[src/design/cpr_pkg.sv]
// constants of the content protection register bank
package cpr_pkg;
	// register indices; byte address is four times the index
	localparam logic [7:0] IDX_POLARITY = 8'h1b;
	localparam logic [7:0] IDX_IDENT = 8'h1e;
	localparam logic [7:0] IDX_CAPREV = 8'h1f;
	localparam logic [7:0] IDX_RXKEY = 8'h80;
	localparam logic [7:0] IDX_LINKCHK = 8'h85;
	localparam logic [7:0] IDX_ENHCHK = 8'h87;
	localparam logic [7:0] IDX_NONCE = 8'h88;
	localparam logic [7:0] IDX_TXKEY = 8'h90;
	localparam logic [7:0] IDX_CTRL = 8'h95;
	localparam logic [7:0] IDX_STATUS = 8'h96;
	localparam logic [7:0] IDX_RXCAPS = 8'h97;
	localparam logic [7:0] IDX_SEED = 8'h98;
	localparam logic [7:0] IDX_PIXEL = 8'h9d;
	localparam logic [7:0] IDX_DIGEST = 8'ha0;
	// register sizes in bytes
	localparam logic [7:0] LEN_KEY = 8'h05;
	localparam logic [7:0] LEN_NONCE = 8'h08;
	localparam logic [7:0] LEN_PIXEL = 8'h03;
	localparam logic [7:0] LEN_DIGEST = 8'h04;
	// field positions
	localparam int BIT_INV_SCK = 7;
	localparam int BIT_INV_WS = 6;
	localparam int BIT_POWERDOWN = 7;
	localparam int BIT_INT_COMPARE = 6;
	localparam int BIT_MUTE_AUDIO = 5;
	localparam int BIT_SUB_VIDEO = 4;
	localparam int BIT_ENGINE_RESET = 3;
	localparam int BIT_BEGIN_HS = 2;
	localparam int BIT_VSYNC_SEEN = 1;
	localparam int BIT_CIPHER_ON = 0;
	localparam int BIT_REPEATER = 0;
	// reset values, fixed read values and the warm-up done count
	localparam logic [5:0] POLARITY_RSVD = 6'h10;
	localparam logic [15:0] LINKCHK_RST = 16'hffff;
	localparam logic [7:0] ENHCHK_RST = 8'hff;
	localparam logic [1:0] WARM_DONE = 2'h3;
	// ahb transfer types and response
	localparam logic [1:0] HTRANS_NONSEQ = 2'h2;
	localparam logic [1:0] HRESP_OKAY = 2'h0;
endpackage

[src/design/cpr_regs.sv]
// register bank and datapath controls of the content protection block
//
// The AHB-Lite slave port was chosen for this implementation.
`timescale 1ns/1ps
module cpr_regs #(
	parameter logic [7:0] DEVICE_ID = 8'h5a, // arbitrary value
	parameter logic CAPABLE = 1'b1,
	parameter logic [3:0] REVISION = 4'h1 // arbitrary value
)(
	input wire logic hclk,
	input wire logic hresetn,
	input wire logic hsel,
	input wire logic [9:0] haddr,
	input wire logic [1:0] htrans,
	input wire logic hwrite,
	input wire logic [2:0] hsize,
	input wire logic [31:0] hwdata,
	input wire logic hready,
	output logic hreadyout,
	output logic [1:0] hresp,
	output logic [31:0] hrdata,
	input wire logic sck_in,
	input wire logic ws_in,
	input wire logic vsync_in,
	output logic sck_out,
	output logic ws_out,
	input wire logic [31:0] audio_sample_in,
	output logic [31:0] audio_sample_out,
	input wire logic [23:0] video_pixel_in,
	output logic [23:0] video_pixel_out,
	input wire logic [15:0] tx_link_check,
	input wire logic [7:0] tx_enhanced_check,
	input wire logic [31:0] tx_digest_word0,
	input wire logic [63:0] session_nonce,
	input wire logic [39:0] transmitter_key_vector,
	input wire logic receiver_key_bad,
	input wire logic engine_reset_done,
	input wire logic handshake_began,
	output logic content_protect_powerdown,
	output logic internal_compare_select,
	output logic protection_engine_reset,
	output logic begin_handshake,
	output logic cipher_on,
	output logic repeater,
	output logic [39:0] receiver_key_vector,
	output logic [39:0] rng_seed_value
);

	// ----------------------------------------
	// state
	// ----------------------------------------
	typedef struct packed {
		logic [1:0] warm;
		logic sck_s1;
		logic sck_s2;
		logic ws_s1;
		logic ws_s2;
		logic vs_s1;
		logic vs_s2;
		logic vs_prev;
		logic sck_out;
		logic ws_out;
		logic [31:0] audio;
		logic [23:0] pixel;
		logic inv_sck;
		logic inv_ws;
		logic powerdown;
		logic int_cmp;
		logic mute;
		logic sub_video;
		logic eng_rst;
		logic hs;
		logic vs_seen;
		logic cipher;
		logic repeater;
		logic [4:0][7:0] rx_key;
		logic [1:0][7:0] link_rx;
		logic [7:0] enh_rx;
		logic [4:0][7:0] seed;
		logic [2:0][7:0] sub_pixel;
		logic [3:0][7:0] digest_rx;
		logic dph;
		logic dwr;
		logic [7:0] didx;
		logic ready;
		logic [1:0] resp;
		logic [31:0] rdata;
	} cpr_state_t;

	cpr_state_t st;
	cpr_state_t next_st;
	logic [7:0] wb;
	logic [7:0] rb;
	logic [7:0] aidx;
	logic [7:0] off;
	logic [15:0] tx_link;
	logic [3:0][7:0] tx_dig;
	logic [7:0][7:0] nonce_b;
	logic [4:0][7:0] txkey_b;

	assign tx_link = tx_link_check;
	assign tx_dig = tx_digest_word0;
	assign nonce_b = session_nonce;
	assign txkey_b = transmitter_key_vector;
	assign wb = hwdata[7:0];
	assign aidx = haddr[9:2];

	// ----------------------------------------
	// next state
	// ----------------------------------------
	always_comb
	begin
		next_st = st;
		rb = 8'h00;
		off = 8'h00;
		next_st.warm = (st.warm == cpr_pkg::WARM_DONE) ? st.warm
			: 2'(st.warm + 2'h1);
		next_st.sck_s1 = sck_in;
		next_st.sck_s2 = st.sck_s1;
		next_st.ws_s1 = ws_in;
		next_st.ws_s2 = st.ws_s1;
		next_st.vs_s1 = vsync_in;
		next_st.vs_s2 = st.vs_s1;
		next_st.vs_prev = st.vs_s2;
		next_st.sck_out = st.sck_s2 ^ st.inv_sck;
		next_st.ws_out = st.ws_s2 ^ st.inv_ws;
		next_st.audio = st.mute ? 32'h0000_0000 : audio_sample_in;
		// red low byte, green middle, blue top
		next_st.pixel = st.sub_video ? st.sub_pixel : video_pixel_in;
		if (engine_reset_done)
			next_st.eng_rst = 1'b0;
		if (handshake_began)
			next_st.hs = 1'b0;
		// data phase write
		if (st.dph && st.dwr)
		begin
			if (st.didx == cpr_pkg::IDX_POLARITY)
			begin
				next_st.inv_sck = wb[cpr_pkg::BIT_INV_SCK];
				next_st.inv_ws = wb[cpr_pkg::BIT_INV_WS];
			end
			else if (st.didx >= cpr_pkg::IDX_RXKEY
				&& st.didx < cpr_pkg::IDX_RXKEY + cpr_pkg::LEN_KEY)
			begin
				off = st.didx - cpr_pkg::IDX_RXKEY;
				next_st.rx_key[off[2:0]] = wb;
			end
			else if (st.didx == cpr_pkg::IDX_LINKCHK && st.int_cmp)
				next_st.link_rx[0] = wb;
			else if (st.didx == cpr_pkg::IDX_LINKCHK + 8'h01 && st.int_cmp)
				next_st.link_rx[1] = wb;
			else if (st.didx == cpr_pkg::IDX_ENHCHK && st.int_cmp)
				next_st.enh_rx = wb;
			else if (st.didx == cpr_pkg::IDX_CTRL)
			begin
				next_st.powerdown = wb[cpr_pkg::BIT_POWERDOWN];
				next_st.int_cmp = wb[cpr_pkg::BIT_INT_COMPARE];
				next_st.mute = wb[cpr_pkg::BIT_MUTE_AUDIO];
				next_st.sub_video = wb[cpr_pkg::BIT_SUB_VIDEO];
				if (wb[cpr_pkg::BIT_ENGINE_RESET])
					next_st.eng_rst = 1'b1;
				if (wb[cpr_pkg::BIT_BEGIN_HS])
					next_st.hs = 1'b1;
				if (!wb[cpr_pkg::BIT_VSYNC_SEEN])
					next_st.vs_seen = 1'b0;
				next_st.cipher = wb[cpr_pkg::BIT_CIPHER_ON];
			end
			else if (st.didx == cpr_pkg::IDX_RXCAPS)
				next_st.repeater = wb[cpr_pkg::BIT_REPEATER];
			else if (st.didx >= cpr_pkg::IDX_SEED
				&& st.didx < cpr_pkg::IDX_SEED + cpr_pkg::LEN_KEY)
			begin
				off = st.didx - cpr_pkg::IDX_SEED;
				next_st.seed[off[2:0]] = wb;
			end
			else if (st.didx >= cpr_pkg::IDX_PIXEL
				&& st.didx < cpr_pkg::IDX_PIXEL + cpr_pkg::LEN_PIXEL)
			begin
				off = st.didx - cpr_pkg::IDX_PIXEL;
				next_st.sub_pixel[off[1:0]] = wb;
			end
			else if (st.didx >= cpr_pkg::IDX_DIGEST
				&& st.didx < cpr_pkg::IDX_DIGEST + cpr_pkg::LEN_DIGEST
				&& st.int_cmp)
			begin
				off = st.didx - cpr_pkg::IDX_DIGEST;
				next_st.digest_rx[off[1:0]] = wb;
			end
		end
		// a falling edge beats a clearing write in the same cycle
		if (st.vs_prev && !st.vs_s2)
			next_st.vs_seen = 1'b1;
		// read mux over the updated state so a write is seen at once
		if (aidx == cpr_pkg::IDX_POLARITY)
			rb = {next_st.inv_sck, next_st.inv_ws, cpr_pkg::POLARITY_RSVD};
		else if (aidx == cpr_pkg::IDX_IDENT)
			rb = DEVICE_ID;
		else if (aidx == cpr_pkg::IDX_CAPREV)
			rb = {3'b000, CAPABLE, REVISION};
		else if (aidx >= cpr_pkg::IDX_RXKEY
			&& aidx < cpr_pkg::IDX_RXKEY + cpr_pkg::LEN_KEY)
		begin
			off = aidx - cpr_pkg::IDX_RXKEY;
			rb = next_st.rx_key[off[2:0]];
		end
		else if (aidx == cpr_pkg::IDX_LINKCHK)
			rb = next_st.int_cmp ? next_st.link_rx[0] : tx_link[7:0];
		else if (aidx == cpr_pkg::IDX_LINKCHK + 8'h01)
			rb = next_st.int_cmp ? next_st.link_rx[1] : tx_link[15:8];
		else if (aidx == cpr_pkg::IDX_ENHCHK)
			rb = next_st.int_cmp ? next_st.enh_rx : tx_enhanced_check;
		else if (aidx >= cpr_pkg::IDX_NONCE
			&& aidx < cpr_pkg::IDX_NONCE + cpr_pkg::LEN_NONCE)
		begin
			off = aidx - cpr_pkg::IDX_NONCE;
			rb = nonce_b[off[2:0]];
		end
		else if (aidx >= cpr_pkg::IDX_TXKEY
			&& aidx < cpr_pkg::IDX_TXKEY + cpr_pkg::LEN_KEY)
		begin
			off = aidx - cpr_pkg::IDX_TXKEY;
			rb = txkey_b[off[2:0]];
		end
		else if (aidx == cpr_pkg::IDX_CTRL)
			rb = {next_st.powerdown, next_st.int_cmp, next_st.mute,
				next_st.sub_video, next_st.eng_rst, next_st.hs,
				next_st.vs_seen, next_st.cipher};
		else if (aidx == cpr_pkg::IDX_STATUS)
			rb = {4'h0,
				next_st.int_cmp && (next_st.digest_rx == tx_dig),
				next_st.int_cmp && (next_st.enh_rx == tx_enhanced_check),
				next_st.int_cmp && (next_st.link_rx == tx_link),
				receiver_key_bad};
		else if (aidx == cpr_pkg::IDX_RXCAPS)
			rb = {7'h00, next_st.repeater};
		else if (aidx >= cpr_pkg::IDX_SEED
			&& aidx < cpr_pkg::IDX_SEED + cpr_pkg::LEN_KEY)
		begin
			off = aidx - cpr_pkg::IDX_SEED;
			rb = next_st.seed[off[2:0]];
		end
		else if (aidx >= cpr_pkg::IDX_PIXEL
			&& aidx < cpr_pkg::IDX_PIXEL + cpr_pkg::LEN_PIXEL)
		begin
			off = aidx - cpr_pkg::IDX_PIXEL;
			rb = next_st.sub_pixel[off[1:0]];
		end
		else if (aidx >= cpr_pkg::IDX_DIGEST
			&& aidx < cpr_pkg::IDX_DIGEST + cpr_pkg::LEN_DIGEST)
		begin
			off = aidx - cpr_pkg::IDX_DIGEST;
			rb = next_st.int_cmp ? next_st.digest_rx[off[1:0]]
				: tx_dig[off[1:0]];
		end
		// address phase capture
		if (hready)
		begin
			next_st.dph = hsel && (htrans == cpr_pkg::HTRANS_NONSEQ);
			next_st.dwr = hwrite;
			next_st.didx = aidx;
			if (hsel && (htrans == cpr_pkg::HTRANS_NONSEQ) && !hwrite)
				next_st.rdata = {24'h00_0000, rb};
		end
		next_st.ready = 1'b1;
		next_st.resp = cpr_pkg::HRESP_OKAY;
	end

	// ----------------------------------------
	// registers
	// ----------------------------------------
	always_ff @(posedge hclk or negedge hresetn)
	begin
		if (!hresetn)
		begin
			st <= '0;
			st.link_rx <= cpr_pkg::LINKCHK_RST;
			st.enh_rx <= cpr_pkg::ENHCHK_RST;
		end
		else
			st <= next_st;
	end

	assign hreadyout = st.ready;
	assign hresp = st.resp;
	assign hrdata = st.rdata;
	assign sck_out = st.sck_out;
	assign ws_out = st.ws_out;
	assign audio_sample_out = st.audio;
	assign video_pixel_out = st.pixel;
	assign content_protect_powerdown = st.powerdown;
	assign internal_compare_select = st.int_cmp;
	assign protection_engine_reset = st.eng_rst;
	assign begin_handshake = st.hs;
	assign cipher_on = st.cipher;
	assign repeater = st.repeater;
	assign receiver_key_vector = st.rx_key;
	assign rng_seed_value = st.seed;
endmodule

[config.mk]
export PLATFORM = sky130hd
export DESIGN_NAME = cpr_regs
export DESIGN_NICKNAME = d
export VERILOG_FILES = /design/src/design/cpr_pkg.sv /design/src/design/cpr_regs.sv
export SDC_FILE = /design/constraint.sdc
export NUM_CORES = 1
export LEC_CHECK = 0
export ABC_AREA = 0
export BUFFER_PORTS_ARGS = -buffer_cell sky130_fd_sc_hd__buf_2
export CAP_MARGIN = 20
export CORE_MARGIN = 3
export CORE_UTILIZATION = 48
export DETAILED_ROUTE_END_ITERATION = 12
export PLACE_DENSITY_LB_ADDON = 0.08
export SYNTH_ARGS = -nofsm -noshare
export SYNTH_HDL_FRONTEND = slang
export SYNTH_SLANG_ARGS = --single-unit
[constraint.sdc]
create_clock -name hclk -period 2.62 [get_ports hclk]
set_input_delay 0.524 -clock hclk [delete_from_list [all_inputs] [get_ports hclk]]
set_output_delay 0.524 -clock hclk [all_outputs]
set_load 0.005 [all_outputs]
Yosys cells after proc, flatten, opt, wreduce, memory -nomap -nowiden:

Index checks and enable logic that the tools add are counted.

* add/sub/neg operators: 10
* magnitude comparators: 34
* equality and inequality tests: 19
* mux-type cells: 79
* bitwise logic cells: 2
* reduce and logical (&&, ||, !) cells: 28

Operator list (number)
* 96-bit 2-to-1 mux: 3
* 8-bit 2-to-1 mux: 35
* 104-bit 2-to-1 mux: 2
* 171-bit 2-to-1 mux: 1
* 169-bit 2-to-1 mux: 1
* 120-bit 2-to-1 mux: 1
* 8-bit binary-select mux with 3-bit select: 4
* 32-bit 2-to-1 mux: 3
* 8-bit == test, second input constant: 11
* 40-bit bitwise mux: 2
* 8-bit greater-or-equal comparator, second input constant: 10
* 8-bit < comparator, second input constant: 10
* 40-bit 2-to-1 mux: 2
* 56-bit 2-to-1 mux: 1
* 8-bit binary-select mux with 2-bit select: 3
* 8-bit demux with 3-bit select: 2
* 24-bit 2-to-1 mux: 2
* 9-bit 2-to-1 mux: 4
* 32-bit bitwise mux: 1
* 8-bit demux with 2-bit select: 2
* 32-bit == test: 1
* 8-bit by 5-bit == test with 1-bit output, second input constant: 4
* 1-bit logical AND: 25
* 24-bit bitwise mux: 1
* 14 further kinds: 41

* bits in registers: 255
* input bits: 274
* output and inout port bits: 179
* word-level logic and storage cells: 219

Depth between registers and ports, before layout:

* depth after elaboration: 35
* mapped depth: 15
* depth with buffers taken out: 11

Least setup slack after synthesis:

No wires, ideal clock.

* kind: input to register
* start point: input port haddr[2]
* end point: register st (netlist bit hrdata[3])
* setup time: 130 ps
* data arrival time: 3465 ps
* required time: 2490 ps
* setup slack: -975 ps
* cell stages on the path: 15
* path buffers: 4
* path through: buf_2 inv_1 clkbuf_1 clkbuf_1 ha_1 clkbuf_1 xnor2_1 or4b_2 o21ai_0 o22ai_1 nor4b_1 a22o_1 o41ai_1 o211ai_1 a22oi_2

* longest elaborated chain between the ends: 19
* elaborated cells on any way between the ends: 63
* classes of those cells: 6 x add/sub; 12 x order compare; 9 x eq/ne; 30 x mux; 6 x reduce/logical

Ends and longest elaborated chain
* start, declared: line cpr_regs.sv:13 `input wire logic [9:0] haddr,`
* 2-bit by 1-bit subtractor with 2-bit output: line cpr_regs.sv:251 `off = aidx - cpr_pkg::IDX_DIGEST;`
* 8-bit binary-select mux with 2-bit select, on equally long branches: line cpr_regs.sv:253, cpr_regs.sv:252
* 8-bit 2-to-1 mux, on equally long branches: line cpr_regs.sv:253, cpr_regs.sv:252
* 8-bit 2-to-1 mux: line cpr_regs.sv:252 `rb = next_st.int_cmp ? next_st.digest_rx[off[1:0]]`
* 8-bit 2-to-1 mux: line cpr_regs.sv:248 `else if (aidx >= cpr_pkg::IDX_DIGEST`
* 8-bit 2-to-1 mux: line cpr_regs.sv:242 `else if (aidx >= cpr_pkg::IDX_PIXEL`
* 8-bit 2-to-1 mux: line cpr_regs.sv:236 `else if (aidx >= cpr_pkg::IDX_SEED`
* 8-bit 2-to-1 mux: line cpr_regs.sv:234 `else if (aidx == cpr_pkg::IDX_RXCAPS)`
* [3 not listed]
* 8-bit 2-to-1 mux: line cpr_regs.sv:212 `else if (aidx >= cpr_pkg::IDX_NONCE`
* 8-bit 2-to-1 mux: line cpr_regs.sv:210 `else if (aidx == cpr_pkg::IDX_ENHCHK)`
* 8-bit 2-to-1 mux: line cpr_regs.sv:208 `else if (aidx == cpr_pkg::IDX_LINKCHK + 8'h01)`
* 8-bit 2-to-1 mux: line cpr_regs.sv:206 `else if (aidx == cpr_pkg::IDX_LINKCHK)`
* 8-bit 2-to-1 mux: line cpr_regs.sv:200 `else if (aidx >= cpr_pkg::IDX_RXKEY`
* 8-bit 2-to-1 mux: line cpr_regs.sv:198 `else if (aidx == cpr_pkg::IDX_CAPREV)`
* 8-bit 2-to-1 mux: line cpr_regs.sv:196 `else if (aidx == cpr_pkg::IDX_IDENT)`
* 8-bit 2-to-1 mux (*): line cpr_regs.sv:194 `if (aidx == cpr_pkg::IDX_POLARITY)`
* end signal, assigned: line cpr_regs.sv:280 `st <= next_st;`
* end, declared: line cpr_regs.sv:90 `cpr_state_t st;`

Mark *: on every way between the ends. The rest lies on a longest branch, timed or not. The select of a mux whose other input is x is not followed.
A chain may end at the register's enable or synchronous reset.

Worst setup path in the final report:

* start point: register st[41] (netlist bit)
* end point: register st (netlist bit hrdata[5])

* longest elaborated chain between the ends: 32
* elaborated cells on any way between the ends: 72
* classes of those cells: 8 x order compare; 6 x eq/ne; 50 x mux; 8 x reduce/logical

Ends and longest elaborated chain
* 8-bit greater-or-equal comparator / 8-bit < comparator (equally long branches): line cpr_regs.sv:182, cpr_regs.sv:183
* 1-bit logical AND: line cpr_regs.sv:183 `&& st.didx < cpr_pkg::IDX_DIGEST + cpr_pkg::LEN_DIGEST`
* 1-bit logical AND: line cpr_regs.sv:184 `&& st.int_cmp)`
* 32-bit 2-to-1 mux: line cpr_regs.sv:182 `else if (st.didx >= cpr_pkg::IDX_DIGEST`
* 32-bit 2-to-1 mux: line cpr_regs.sv:176 `else if (st.didx >= cpr_pkg::IDX_PIXEL`
* 56-bit 2-to-1 mux: line cpr_regs.sv:170 `else if (st.didx >= cpr_pkg::IDX_SEED`
* 96-bit 2-to-1 mux: line cpr_regs.sv:168 `else if (st.didx == cpr_pkg::IDX_RXCAPS)`
* 96-bit 2-to-1 mux: line cpr_regs.sv:154 `else if (st.didx == cpr_pkg::IDX_CTRL)`
* [16 not listed]
* 8-bit 2-to-1 mux: line cpr_regs.sv:212
* 8-bit 2-to-1 mux: line cpr_regs.sv:210
* 8-bit 2-to-1 mux: line cpr_regs.sv:208
* 8-bit 2-to-1 mux: line cpr_regs.sv:206
* 8-bit 2-to-1 mux (*): line cpr_regs.sv:200
* 8-bit 2-to-1 mux (*): line cpr_regs.sv:198
* 8-bit 2-to-1 mux (*): line cpr_regs.sv:196
* 8-bit 2-to-1 mux (*): line cpr_regs.sv:194

Marked as above.

==> flow_summary.yaml <==
pwr:
  power.density_mw_per_mm2: 484
  peakVddDrop_uv: 593
  leakagePower_nw: 10.5
  total_power_mw: 10.3
worst_hold_path:
  min_path_type: "input pin to flop"
  hold_start: "vsync_in"
drt:
  drc_errors: 0
  drt-total-wl_um: 61200
  drt.antenna.violating_nets: 0
  wire_per_inst_um: 23.3
  met3_length_um: 4550
  routed.top_layer: "met4"
  vias: 14800
  drtIter0Drc: 1193
  met1_length_um: 25900
  wl_met2_um: 28100
  avgViaCountPerCell: 5.63
  drt-pass1-iter-count: 6
placed_design:
  io_buffers: 397
  dpl_worst_slack_ns: -0.591
  dpl.cell_count: 2557
  dp_hpwl_um: 47400
  finalWeightedCongestion: 1.01
clock_tree:
  clockRootBuffer: "clkbuf_16"
  cts.reportedPaths.clkPinSlew_ns: 0.06
  cts_tree: "done"
  cts_made_buffers: 29
  clock_sinks: 255
  cts_htree_levels: 1
  worstSkewPairLatency_ns: 0.56
  cts_buffer_depth: 3
setup_path:
  cp_max_fo: 5
  worstReg2RegEnd: "hrdata[5]"
  ff2ff_path_depth: 10
  cp-end-kind: "flop"
  critPathKind: "flop to flop"
  crit_path_end: "hrdata[5]"
  timing.critical_path.from: "st[41]"
  crit_arrival_ns: 3.39
  r2r_slack_ns: -0.32
  cp-start-kind: "flop"
  crit_required_ns: 3.07
  rr_startpoint: "st[41]"
sta:
  max_freq_mhz: 340
  hold_viol: 0
  setup_ws_ns: -0.322
  fin_crit_sh_pct: 112
  tightest_slew_ns: 0.718
  finalClockSkew_ns: 0.0123
  period_needed_ns: 2.94
  grt_setup_unrepaired: "true"
  slew_viol_final: 0
  max_slew_margin_pct: 51.7
  setup_tns_ns: -1.85
  finalSetupViolCount: 8
logic_synthesis:
  yosysSeqAreaShare_pct: 40.8
  yosysWarningCount: 0
  postSynthAreaPerCell_um2: 9.68
  synth-edff-count: 0
  synth.ff_latch_count: 255
  async_flop_share_pct: 100
  synth_flop_cell: "dfrtp_1"
  synthCells: 1623
  yosysUniqueCellTypes: 94
  syn-cell-area_mm2: 0.0157
floorplan:
  ios: 453
  die_w_um: 187
  initial_utilization_pct: 49.3
  fp.dieArea_mm2: 0.0349
  core_area_mm2: 0.0319
  die_h_um: 187
  row_count: 65
outcome:
  violations: "negative setup slack"
  status: "complete, but fails checks"
global_route:
  antenna_found_initial: 1
  grt_pass1_wl_um: 92100
  grt_pass1_vias: 15100
  grt-ovfl-total: 0
  grt_start_max_net_pins: 62
  groute.usage.overall_pct: 34.0
finish:
  regArea_mm2: 0.00641
  multi_input_area_mm2: 0.00809
  fillers: 2704
  fin_cells: 2627
  final_common_cell: "buf_2"
  fin_nets: 2447
  syn_to_final_growth_pct: 36.1
  layout_common_cells: "buf_2 (395), buf_4 (330), dfrtp_1 (230)"
  drive_above_1_share_pct: 49.1
job:
  drv_cap: 0
## stage by stage
stage	area [um2]	util [%]	hold slack [ns]
2_1_floorplan	15900	-	0.228
6_report	21400	67.1	0.0655
4_1_cts	21200	66.4	0.0460
3_5_place_dp	19500	61.2	0.337
3_3_place_gp	19500	61.2	0.334
5_1_grt	21400	67.1	0.0498
## synthesized netlist by cell type, types with 24 or more instances
master,count,area [um2]
xor2_1,32,280
o21ai_0,130,651
inv_1,69,259
nand2_1,158,593
nor2b_1,38,238
clkbuf_1,68,255
mux2i_1,39,390
nor2_1,95,357
dfstp_2,24,631
nor3_1,26,130
nand3_1,30,150
mux4_2,33,743
buf_4,171,1280
a21oi_1,52,260
a221oi_1,27,236
dfrtp_1,231,5780
mux2_2,92,1040
## logic make-up after synthesis
logic type,after synthesis,share of synthesized area (%)
and+or+nand+nor,436,14.2
AOI/OAI and AO/OA,358,14.8
buffers and inverters,347,12.7
DFF,255,40.8
muxes,166,14.0
xor gates and xnor gates,54,3.01
adders and majority gates,5,0.398
other,2,0.0478
## how the worst min path moves through the flow
stage / end / slack [ns] / depth (start not counted)
global route: next_st[277] / 0.05 / 1
floorplan: audio_sample_out[0] / 0.23 / 0
finish: next_st[275] / 0.07 / 1
detailed placement: st[279] / 0.34 / 0
CTS: next_st[277] / 0.05 / 1
global placement: st[279] / 0.33 / 0
## worst max-delay path, stage by stage (launching register included)
cell and delay, ns:
dfrtp_1 0.41, buf_6 0.13, nand4b_4 0.26, buf_12 0.20, nor3_4 0.28, mux2i_2 0.30
o2111ai_2 0.19, a221oi_4 0.22, o221ai_2 0.16, a221o_1 0.42, a32o_1 0.25
## repair_timing
item / in CTS / in global routing
hold buffers: 1 / 0
endpoints found under the setup margin: 8 / 8
gates resized for setup: 107 / 49
pin swaps: 56 / 25
hold endpoints to repair: 56 / 0
cloned: 1 / 0
setup buffers: 15 / 2
## registers in the layout, summed over array words and instances (netlist names), 4 cells and up
signal and cells:
rng_seed_value 40, next_st 4, hrdata 8, audio_sample_out 32, st 98, receiver_key_vector 40, video_pixel_out 24
## where the power goes
group / total (mW) / leakage (nW) / switching, mW / internal, mW
logic: 1.83 / 7.16 / 0.989 / 0.841
clock network: 4.31 / 0.498 / 1.70 / 2.62
registers: 4.20 / 2.86 / 0.102 / 4.10
total: 10.3 / 10.5 / 2.79 / 7.56
## routing by layer
metal | GRT usage [%] | up-vias
li1 | - | 6693
met1 | 46.3 | 7207
met2 | 55.1 | 735
met3 | 5.62 | 145
met4 | 12.6 | 0
met5 | 0 | -
## area by class of cell
type                            count  area share (%)
Multi-Input combinational cell   1046            37.8
Sequential cell                   255            30.0
Timing Repair Buffer              763            23.6
Clock buffer                       41            3.93
Tap cell                          435            2.54
Inverter                           73            1.32
Clock inverter                     12           0.778
Antenna cell                        2          0.0234
Note: power is estimated with default switching activity, not from simulation.
